File: config.mk
export PLATFORM = sky130hd
export DESIGN_NAME = pepda_top
export DESIGN_NICKNAME = d
export VERILOG_FILES = /design/src/rtl/pepda_pkg.sv /design/src/rtl/pepda_top.sv /design/src/rtl/pepda_burst.sv
export VERILOG_INCLUDE_DIRS = /design/src /design/src/rtl
export SDC_FILE = /design/constraint.sdc
export NUM_CORES = 1
export LEC_CHECK = 0
export ABC_AREA = 1
export CORE_MARGIN = 3
export CORE_UTILIZATION = 60
export DETAILED_ROUTE_END_ITERATION = 8
export DONT_BUFFER_PORTS = 1
export PLACE_DENSITY = 0.76
export SETUP_SLACK_MARGIN = 0.05
export SLEW_MARGIN = 40
export SYNTH_ARGS = -nofsm -noshare
export SYNTH_HDL_FRONTEND = slang
export SYNTH_HIERARCHICAL = 1
export SYNTH_SLANG_ARGS = --single-unit
export TNS_END_PERCENT = 5
File: constraint.sdc
create_clock -name pclk -period 4.6 [get_ports pclk]
set_input_delay 0.69 -clock pclk [delete_from_list [all_inputs] [get_ports pclk]]
set_output_delay 0.69 -clock pclk [all_outputs]
set_load 0.03 [all_outputs]
File: src/rtl/pepda_map.svh
// Register offsets, field positions and reset values of the event and DMA address block
`ifndef PEPDA_MAP_SVH
`define PEPDA_MAP_SVH

// ----------------------------------------
// Register byte addresses
// ----------------------------------------
`define PEPDA_OFF_ENABLE 32'h80000164
`define PEPDA_OFF_PENDING 32'h80000168
`define PEPDA_OFF_FORCE 32'h8000016c
`define PEPDA_OFF_COUNT 32'h80000174
`define PEPDA_OFF_DMA_ADDR 32'h80000178

// ----------------------------------------
// Event bit positions
// ----------------------------------------
`define PEPDA_EV_DMA_DONE 7
`define PEPDA_EV_INIT_INTERNAL 6
`define PEPDA_EV_INIT_FATAL 5
`define PEPDA_EV_INIT_PARITY 4
`define PEPDA_EV_TGT_INTERNAL 3
`define PEPDA_EV_TGT_BYTE_EN 2
`define PEPDA_EV_TGT_PARITY 1
`define PEPDA_EV_SERR_SEEN 0

// ----------------------------------------
// Field positions and widths
// ----------------------------------------
`define PEPDA_EV_W 8
`define PEPDA_CNT_W 9
`define PEPDA_CNT_BUSY_BIT 31
`define PEPDA_SEG_LSB 2
`define PEPDA_SEG_MSB 9

// ----------------------------------------
// Reset values and steps
// ----------------------------------------
`define PEPDA_RST_EVENTS 8'h00
`define PEPDA_RST_ADDR 32'h00000000
`define PEPDA_RST_COUNT 9'h000
`define PEPDA_WORD_STEP 32'h00000004
`define PEPDA_SEG_LAST 8'hff

`endif

File: src/rtl/pepda_pkg.sv
// Types and helper functions of the event and DMA address block
`include "pepda_map.svh"

package pepda_pkg;

  typedef logic [`PEPDA_EV_W-1:0] pepda_ev_t;

  typedef enum logic {
    pepda_st_idle = 1'b0,
    pepda_st_run = 1'b1
  } pepda_burst_st_t;

  function automatic logic pepda_hit(input logic [31:0] addr, input logic [31:0] off);
    pepda_hit = (addr[31:2] == off[31:2]);
  endfunction

  function automatic logic [31:0] pepda_word_inc(input logic [31:0] addr);
    pepda_word_inc = addr + `PEPDA_WORD_STEP;
  endfunction

endpackage

File: src/rtl/pepda_top.sv
// PCI event pending, force and DMA burst address registers behind an APB slave
//
// Overview of operation
// - The pending register holds eight event bits from DMA done at bit 7 down to SERR seen at bit 0, upper bits zero.
// - Writing a one to a pending bit clears it and writing a zero leaves it alone.
// - Initiator internal fault sets on busy start, 1 KB boundary, PCI-area target, timeout or reset during DMA.
// - Initiator fatal fault sets on an initiator address parity error or an aborted transaction.
// - Initiator parity fault sets on initiator read or write data with a parity error.
// - Target internal fault sets when the target cannot complete, including a timeout.
// - Target byte-enable fault sets when the target receives an unsupported byte-enable pattern.
// - Target parity fault sets when the target receives data with a parity error.
// - Writing a one to a force bit sets the matching pending bit.
// - Writing a zero to force bits 7 to 1 clears the matching pending bit.
// - Reading the force register returns the pending register.
// - A write to the force register raises the interrupt at the time of the write.
// - Writing the DMA address while no burst runs and outside the PCI area loads the burst start address and with a nonzero word count starts the burst at once.
// - Reading the DMA address gives the current address in a burst or, after it, the address one word past the last word moved.
// - The DMA address steps by 4 per word and stops at the word count or the 1 KB segment end.
`timescale 1ns/1ns
`include "pepda_map.svh"

module pepda_top import pepda_pkg::*; (
  // APB clock and reset
  input wire logic pclk,
  input wire logic presetn,
  // APB slave
  input wire logic psel,
  input wire logic penable,
  input wire logic pwrite,
  input wire logic [31:0] paddr,
  input wire logic [31:0] pwdata,
  input wire logic [3:0] pstrb,
  output logic [31:0] prdata,
  output logic pready,
  output logic pslverr,
  // PCI initiator events
  input wire logic init_addr_parity_err,
  input wire logic init_abort,
  input wire logic init_data_parity_err,
  input wire logic dma_timeout,
  input wire logic itf_reset,
  input wire logic dma_pci_area,
  // PCI target events
  input wire logic tgt_internal_err,
  input wire logic tgt_timeout,
  input wire logic tgt_be_err,
  input wire logic tgt_parity_err,
  input wire logic serr_seen,
  // DMA engine
  input wire logic dma_word_done,
  output logic [31:0] dma_addr,
  output logic dma_active,
  output logic [`PEPDA_CNT_W-1:0] dma_word_count,
  // Interrupt
  output logic irq
);

  // ----------------------------------------
  // Registers
  // ----------------------------------------
  pepda_ev_t event_pending;
  pepda_ev_t event_enable;
  logic [`PEPDA_CNT_W-1:0] word_count;
  logic [31:0] rd_data;
  logic irq_q;

  // ----------------------------------------
  // APB decode
  // ----------------------------------------
  wire setup = psel && !penable;
  wire access = psel && penable;
  wire wr = access && pwrite;
  wire full_word = (pstrb == 4'hf);

  wire hit_enable = pepda_hit(paddr, `PEPDA_OFF_ENABLE);
  wire hit_pending = pepda_hit(paddr, `PEPDA_OFF_PENDING);
  wire hit_force = pepda_hit(paddr, `PEPDA_OFF_FORCE);
  wire hit_count = pepda_hit(paddr, `PEPDA_OFF_COUNT);
  wire hit_addr = pepda_hit(paddr, `PEPDA_OFF_DMA_ADDR);
  wire hit_any = hit_enable || hit_pending || hit_force || hit_count || hit_addr;

  wire wr_ok = wr && hit_any;
  wire wr_low = wr_ok && pstrb[0];
  wire wr_enable = wr_low && hit_enable;
  wire wr_pending = wr_low && hit_pending;
  wire wr_force = wr_low && hit_force;
  wire wr_count = wr_ok && hit_count && pstrb[0] && pstrb[1];
  wire wr_addr = wr_ok && hit_addr && full_word;

  assign pready = 1'b1;
  assign pslverr = access && !hit_any;

  // ----------------------------------------
  // DMA start and burst control
  // ----------------------------------------
  wire dma_busy_start = wr_addr && dma_active;
  wire dma_area_start = wr_addr && !dma_active && dma_pci_area;
  wire dma_start = wr_addr && !dma_active && !dma_pci_area;
  wire dma_abort = dma_timeout || itf_reset;
  wire dma_done;
  wire dma_seg_end;

  pepda_burst #(
    .CW(`PEPDA_CNT_W)
  ) pepda_burst_i (
    .pclk(pclk),
    .presetn(presetn),
    .start(dma_start),
    .start_addr(pwdata),
    .word_count(word_count),
    .word_done(dma_word_done),
    .abort(dma_abort),
    .addr(dma_addr),
    .active(dma_active),
    .done(dma_done),
    .seg_end(dma_seg_end)
  );

  assign dma_word_count = word_count;

  // ----------------------------------------
  // Hardware event collection
  // ----------------------------------------
  wire init_internal = dma_busy_start || dma_seg_end || dma_area_start
    || (dma_timeout && dma_active) || (itf_reset && dma_active);
  wire init_fatal = init_addr_parity_err || init_abort;
  wire tgt_internal = tgt_internal_err || tgt_timeout;

  pepda_ev_t hw_set;

  always_comb begin
    hw_set = `PEPDA_RST_EVENTS;
    hw_set[`PEPDA_EV_DMA_DONE] = dma_done;
    hw_set[`PEPDA_EV_INIT_INTERNAL] = init_internal;
    hw_set[`PEPDA_EV_INIT_FATAL] = init_fatal;
    hw_set[`PEPDA_EV_INIT_PARITY] = init_data_parity_err;
    hw_set[`PEPDA_EV_TGT_INTERNAL] = tgt_internal;
    hw_set[`PEPDA_EV_TGT_BYTE_EN] = tgt_be_err;
    hw_set[`PEPDA_EV_TGT_PARITY] = tgt_parity_err;
    hw_set[`PEPDA_EV_SERR_SEEN] = serr_seen;
  end

  // ----------------------------------------
  // Software clear and force
  // ----------------------------------------
  wire [`PEPDA_EV_W-1:0] wdata_ev = pwdata[`PEPDA_EV_W-1:0];
  wire [`PEPDA_EV_W-1:0] w1c_mask = wr_pending ? wdata_ev : '0;
  wire [`PEPDA_EV_W-1:0] force_set = wr_force ? wdata_ev : '0;
  wire [`PEPDA_EV_W-1:0] force_zero_mask = {{(`PEPDA_EV_W-1){1'b1}}, 1'b0};
  wire [`PEPDA_EV_W-1:0] force_clr = wr_force ? (~wdata_ev & force_zero_mask) : '0;

  // Hardware set wins over any software clear in the same cycle
  wire [`PEPDA_EV_W-1:0] next_pending =
    ((event_pending & ~w1c_mask & ~force_clr) | force_set) | hw_set;

  // ----------------------------------------
  // Interrupt
  // ----------------------------------------
  wire next_irq = (|(next_pending & event_enable)) || wr_force;

  assign irq = irq_q;

  // ----------------------------------------
  // Read data, captured in the setup cycle
  // ----------------------------------------
  wire [31:0] rd_enable = {{(32-`PEPDA_EV_W){1'b0}}, event_enable};
  wire [31:0] rd_pending = {{(32-`PEPDA_EV_W){1'b0}}, event_pending};
  wire [31:0] rd_count = {dma_active, {(31-`PEPDA_CNT_W){1'b0}}, word_count};

  wire [31:0] next_rd_data =
    hit_enable ? rd_enable :
    hit_pending ? rd_pending :
    hit_force ? rd_pending :
    hit_count ? rd_count :
    hit_addr ? dma_addr :
    32'h00000000;

  assign prdata = rd_data;

  // ----------------------------------------
  // State update
  // ----------------------------------------
  always_ff @(posedge pclk or negedge presetn) begin
    if (!presetn) begin
      event_pending <= `PEPDA_RST_EVENTS;
      irq_q <= 1'b0;
    end else begin
      event_pending <= next_pending;
      irq_q <= next_irq;
    end
  end

  always_ff @(posedge pclk or negedge presetn) begin
    if (!presetn) begin
      event_enable <= `PEPDA_RST_EVENTS;
      word_count <= `PEPDA_RST_COUNT;
    end else begin
      if (wr_enable) begin
        event_enable <= wdata_ev;
      end
      if (wr_count) begin
        word_count <= pwdata[`PEPDA_CNT_W-1:0];
      end
    end
  end

  always_ff @(posedge pclk or negedge presetn) begin
    if (!presetn) begin
      rd_data <= 32'h00000000;
    end else if (setup && !pwrite) begin
      rd_data <= next_rd_data;
    end
  end

endmodule

File: src/rtl/pepda_burst.sv
// DMA burst address counter with word count and 1 KB segment stop
`timescale 1ns/1ns
`include "pepda_map.svh"

module pepda_burst import pepda_pkg::*; #(
  parameter int CW = `PEPDA_CNT_W
) (
  // Clock and reset
  input wire logic pclk,
  input wire logic presetn,
  // Control
  input wire logic start,
  input wire logic [31:0] start_addr,
  input wire logic [CW-1:0] word_count,
  input wire logic word_done,
  input wire logic abort,
  // Status
  output logic [31:0] addr,
  output logic active,
  output logic done,
  output logic seg_end
);

  pepda_burst_st_t state;
  logic [CW-1:0] remaining;

  // ----------------------------------------
  // Stop conditions
  // ----------------------------------------
  wire running = (state == pepda_st_run);
  wire step = running && word_done;
  wire last_word = step && (remaining == CW'(1));
  wire seg_last = step && (addr[`PEPDA_SEG_MSB:`PEPDA_SEG_LSB] == `PEPDA_SEG_LAST);
  wire finish = last_word || seg_last;
  wire empty_start = start && (word_count == '0);

  assign active = running;

  // ----------------------------------------
  // Sequencer
  // ----------------------------------------
  always_ff @(posedge pclk or negedge presetn) begin
    if (!presetn) begin
      state <= pepda_st_idle;
      addr <= `PEPDA_RST_ADDR;
      remaining <= '0;
      done <= 1'b0;
      seg_end <= 1'b0;
    end else begin
      done <= 1'b0;
      seg_end <= 1'b0;
      case (state)
        pepda_st_idle: begin
          if (start) begin
            addr <= start_addr;
            remaining <= word_count;
            state <= empty_start ? pepda_st_idle : pepda_st_run;
            done <= empty_start;
          end
        end
        pepda_st_run: begin
          if (abort) begin
            state <= pepda_st_idle;
          end else if (step) begin
            addr <= pepda_word_inc(addr);
            remaining <= remaining - CW'(1);
            if (finish) begin
              state <= pepda_st_idle;
              done <= 1'b1;
              seg_end <= seg_last && !last_word;
            end
          end
        end
        default: state <= pepda_st_idle;
      endcase
    end
  end

endmodule

==> results.txt <==
The final-layout setup total negative slack came out at 0 ns. In this run the clock root is driven by a sky130_fd_sc_hd__clkbuf_8. The detailed-routing iteration count for the pre-antenna-repair pass is 5. The total of flip-flops plus latches after synthesis is 102. The critical path launch point type is an input port.

The number of max-cap violations is 0. For this design the ratio of total power to cell area is 235 nW/um^2. The critical path ends at pslverr. The die outline height came out at 109 um.

From synthesis to final layout, the design area changed by 3.79%. Buffers inserted during clock tree synthesis total 9. The worst min-delay path category is in2async. Post-CTS repair changed the size of 0 cells. The slowest stage of the critical path is the sky130_fd_sc_hd__nor2_1 cell. The detailed router placed 6203 vias in this run. TritonCTS built the clock tree.

The critical path required time came out at 3.91 ns. The number of fillers in the final layout came out at 951. The transition time at the pin with the least slew margin came out at 0.739 ns.

The fraction of power consumed by sequential logic is 0.609. The number of setup violations in the final report is 0. The number of levels in the clock H-tree came out at 3. For this design the static power due to leakage is 3.01 nW. The number of placed I/O pins is 162. The number of cells in the design after placement came out at 1029. Static timing analysis puts the maximum clock frequency at 319 MHz. The area share of the leading cell type in the synthesized netlist came out at 0.399. The utilization after layout is 0.641. The worst IR drop on VDD is 0.180 mV. Among all flip-flop cells after synthesis, the most frequent one is sky130_fd_sc_hd__dfrtp_1.

The clock transition at the register clock pins on the worst setup and hold paths after CTS is 0.10 ns. The post-synthesis net count is 1006. The number of cell rows is 37. The depth of the worst register-to-register path came out at 9.

The number of I/O port buffers came out at 0. The half-perimeter wire length after detailed placement is 13300 um. The number of pins with negative max-slew slack in the final report is 0. The deepest clock path buffer count came out at 2. The synthesized instance count is 918. Leaving out fill and tap cells, the most frequent cells in the layout are 271 x sky130_fd_sc_hd__nand2_1, 111 x sky130_fd_sc_hd__nor2_1, 101 x sky130_fd_sc_hd__inv_1, 101 x sky130_fd_sc_hd__dfrtp_1, 88 x sky130_fd_sc_hd__o21ai_0. The antenna cell count is 0. The global-route congestion overflow total came out at 0. The post-detailed-route count of antenna-violating nets is 0.

The signal arrival time at the worst endpoint is 2.44 ns. The biggest cell delay along the critical path came out at 0.56 ns. The cell-internal power came out at 1.13 mW. The smallest clock period supported by the final layout is computed as 3.13 ns. Of the synthesized area, sequential elements account for 0.399. The non-filler instance count after layout is 1047. The synthesized design contains 0 enable-type register cells. STA classifies the critical path endpoint as an output port.

The worst register-to-register path begins at pepda_burst_i/active$_DFF_PN0_. The number of DRC violations after detailed-routing iteration 0 is 719. The critical path is of the in2out type. The number of antenna violations at the first check in global routing came out at 1. Wires add up to 18500 um. The average instance area after synthesis is 6.98 um^2. The clock sink count is 102. The critical path starts at paddr[8]. The distinct cell type count of the synthesized netlist came out at 44.

The switching part of the total is 0.275. The global-route wire length before repair came out at 28900 um. The portion of total power attributed to the clock network is 0.331. At the end of routability-driven placement, the weighted congestion stood at 0.864. Setup repair after global routing left no endpoint under its margin. The maximum fanout along the worst path came out at 18. The horizontal extent of the die is 109 um. Leaving out fill and tap cells, the most frequent cell in the layout is sky130_fd_sc_hd__nand2_1.

The endpoint identified for the worst register-to-register timing path is pepda_burst_i/remaining[5]$_DFFE_PN0P_. Of the total power, combinational logic draws 0.061. Of the cells placed in the final design, the portion with a size suffix greater than 1 is 0.0812. The number of vias per cell is 5.92. The clock latency on the worst-skew pair is 0.37 ns. For this run, design rule violations remaining after detail routing come to 0. The mean routed wirelength per cell is 17.6 um. The signal on the critical path passes through nand2_1 > inv_1 > nand2_1 > nor2_1 > nand2_2 > nor2_8 > nor2_4 > nand4_4 > nor2_1. The flop-to-flop setup slack came out at 1.96 ns. The overall die area came out at 11900 um^2. Between clock sinks in the finished design, the worst skew comes to 0.0158 ns.

The final clock period utilization by the worst path came out at 0.681. The net switching component of the power came out at 429 uW. The number of hold violations in the final report came out at 0. The total power consumption of the routed design came out at 1.56 mW. The tightest slew margin relative to the limit came out at 0.507.

For this run, the post-layout net count is 994. The initial standard-cell utilization of the core came out at 0.618. The number of global-route vias before repair came out at 5737. The Yosys step of the flow raised 6 warnings. After synthesis the cells add up to 6400 um^2. By area the synthesized netlist is led by sky130_fd_sc_hd__dfrtp_1 40%, sky130_fd_sc_hd__nand2_1 16%, sky130_fd_sc_hd__o21ai_0 6.9%. Across every metal layer, demand over resource in global routing totals 0.310.

The pin count of the biggest net entering global routing is 94. In the synthesized netlist the async set-or-reset flop fraction comes to 1.00. The run finished with clean final reports.

Summed over all instances, the cell type with the most area after synthesis is sky130_fd_sc_hd__dfrtp_1. The area inside the core boundary came out at 10400 um^2.
cell type report:
cell class              instances  area, um^2  share of cell area
multi-input cells             679        3280               0.493
clock inverters                 6        37.5             0.00565
well taps                     136         170              0.0256
inverters                     107         403              0.0606
flip-flops and latches        102        2550               0.384
clock buffers                  10         128              0.0192
repair buffers                  7        75.1              0.0113
cell usage after synthesis, drive strengths merged, types with 2 or more instances:
library cell  number
nor2             133
xor2               2
o21ai             89
a21oi             27
clkbuf            17
o21bai             5
o22ai              9
nand3             59
ha                 3
nand2            286
nand4             24
dfrtp            102
o221ai             8
inv              106
nor3b              8
buf               13
nand3b             2
nor3              12
a31oi              2
nor4               3
flip-flops by register name, indices dropped and copies added (netlist names):
signal,count
pepda_burst_i/addr,32
pepda_burst_i/seg_end,1
dma_word_count,9
irq,1
pepda_burst_i/done,1
pepda_burst_i/active,1
prdata,32
event_pending,8
event_enable,8
pepda_burst_i/remaining,9
kinds of logic after synthesis:
family / share of synthesized area
compound gates: 0.122
xor+xnor: 0.00410
fa+ha+maj: 0.00586
buf+inv: 0.0901
flops: 0.399
other cells: 0.000586
simple gates: 0.379
power by group through the flow:
stage	combinational, mW	clock (mW)	sequential [mW]
6_report	0.0947	0.516	0.950
5_1_grt	0.108	0.564	0.953
4_1_cts	0.0954	0.524	0.950
3_5_place_dp	0.0730	0	0.968
3_3_place_gp	0.0693	0	0.967
2_1_floorplan	0.0612	0	0.957
critical path, delay by kind of cell:
family | cells | cell delay, ns
buf+inv | 1 | 0.03
simple gates | 8 | 1.71
how the worst min path moves through the flow:
| stage | slack (ns) | start | endpoint |
|---|---|---|---|
| finish | 0.20 | presetn | prdata[29]$_DFFE_PN0P_ |
| global route | 0.24 | presetn | prdata[26]$_DFFE_PN0P_ |
| CTS | 0.24 | presetn | prdata[25]$_DFFE_PN0P_ |
| detailed placement | 0.40 | presetn | prdata[25]$_DFFE_PN0P_ |
| global placement | 0.40 | presetn | prdata[28]$_DFFE_PN0P_ |
| floorplan | 0.39 | presetn | dma_word_count[0]$_DFFE_PN0P_ |
through the flow:
stage	hold slack, ns	cell area [um^2]	worst slack [ns]
after floorplan	0.394	6400	1.86
after global placement	0.396	6440	1.28
after detailed placement	0.397	6440	1.12
after CTS	0.238	6650	1.45
after global routing	0.240	6650	1.20
final	0.203	6650	1.47
routing by layer:
layer	track usage	routed length, um
met1	0.413	7500
met2	0.488	8440
met3	0.117	2370
met4	0.0623	125
met5	0	19
what timing repair did:
item | in CTS | in global routing
buffers inserted | 0 | 0
hold buffers | 2 | 0
hold endpoints to repair | 93 | 0
No activity file was read; power rests on OpenSTA's default activity.
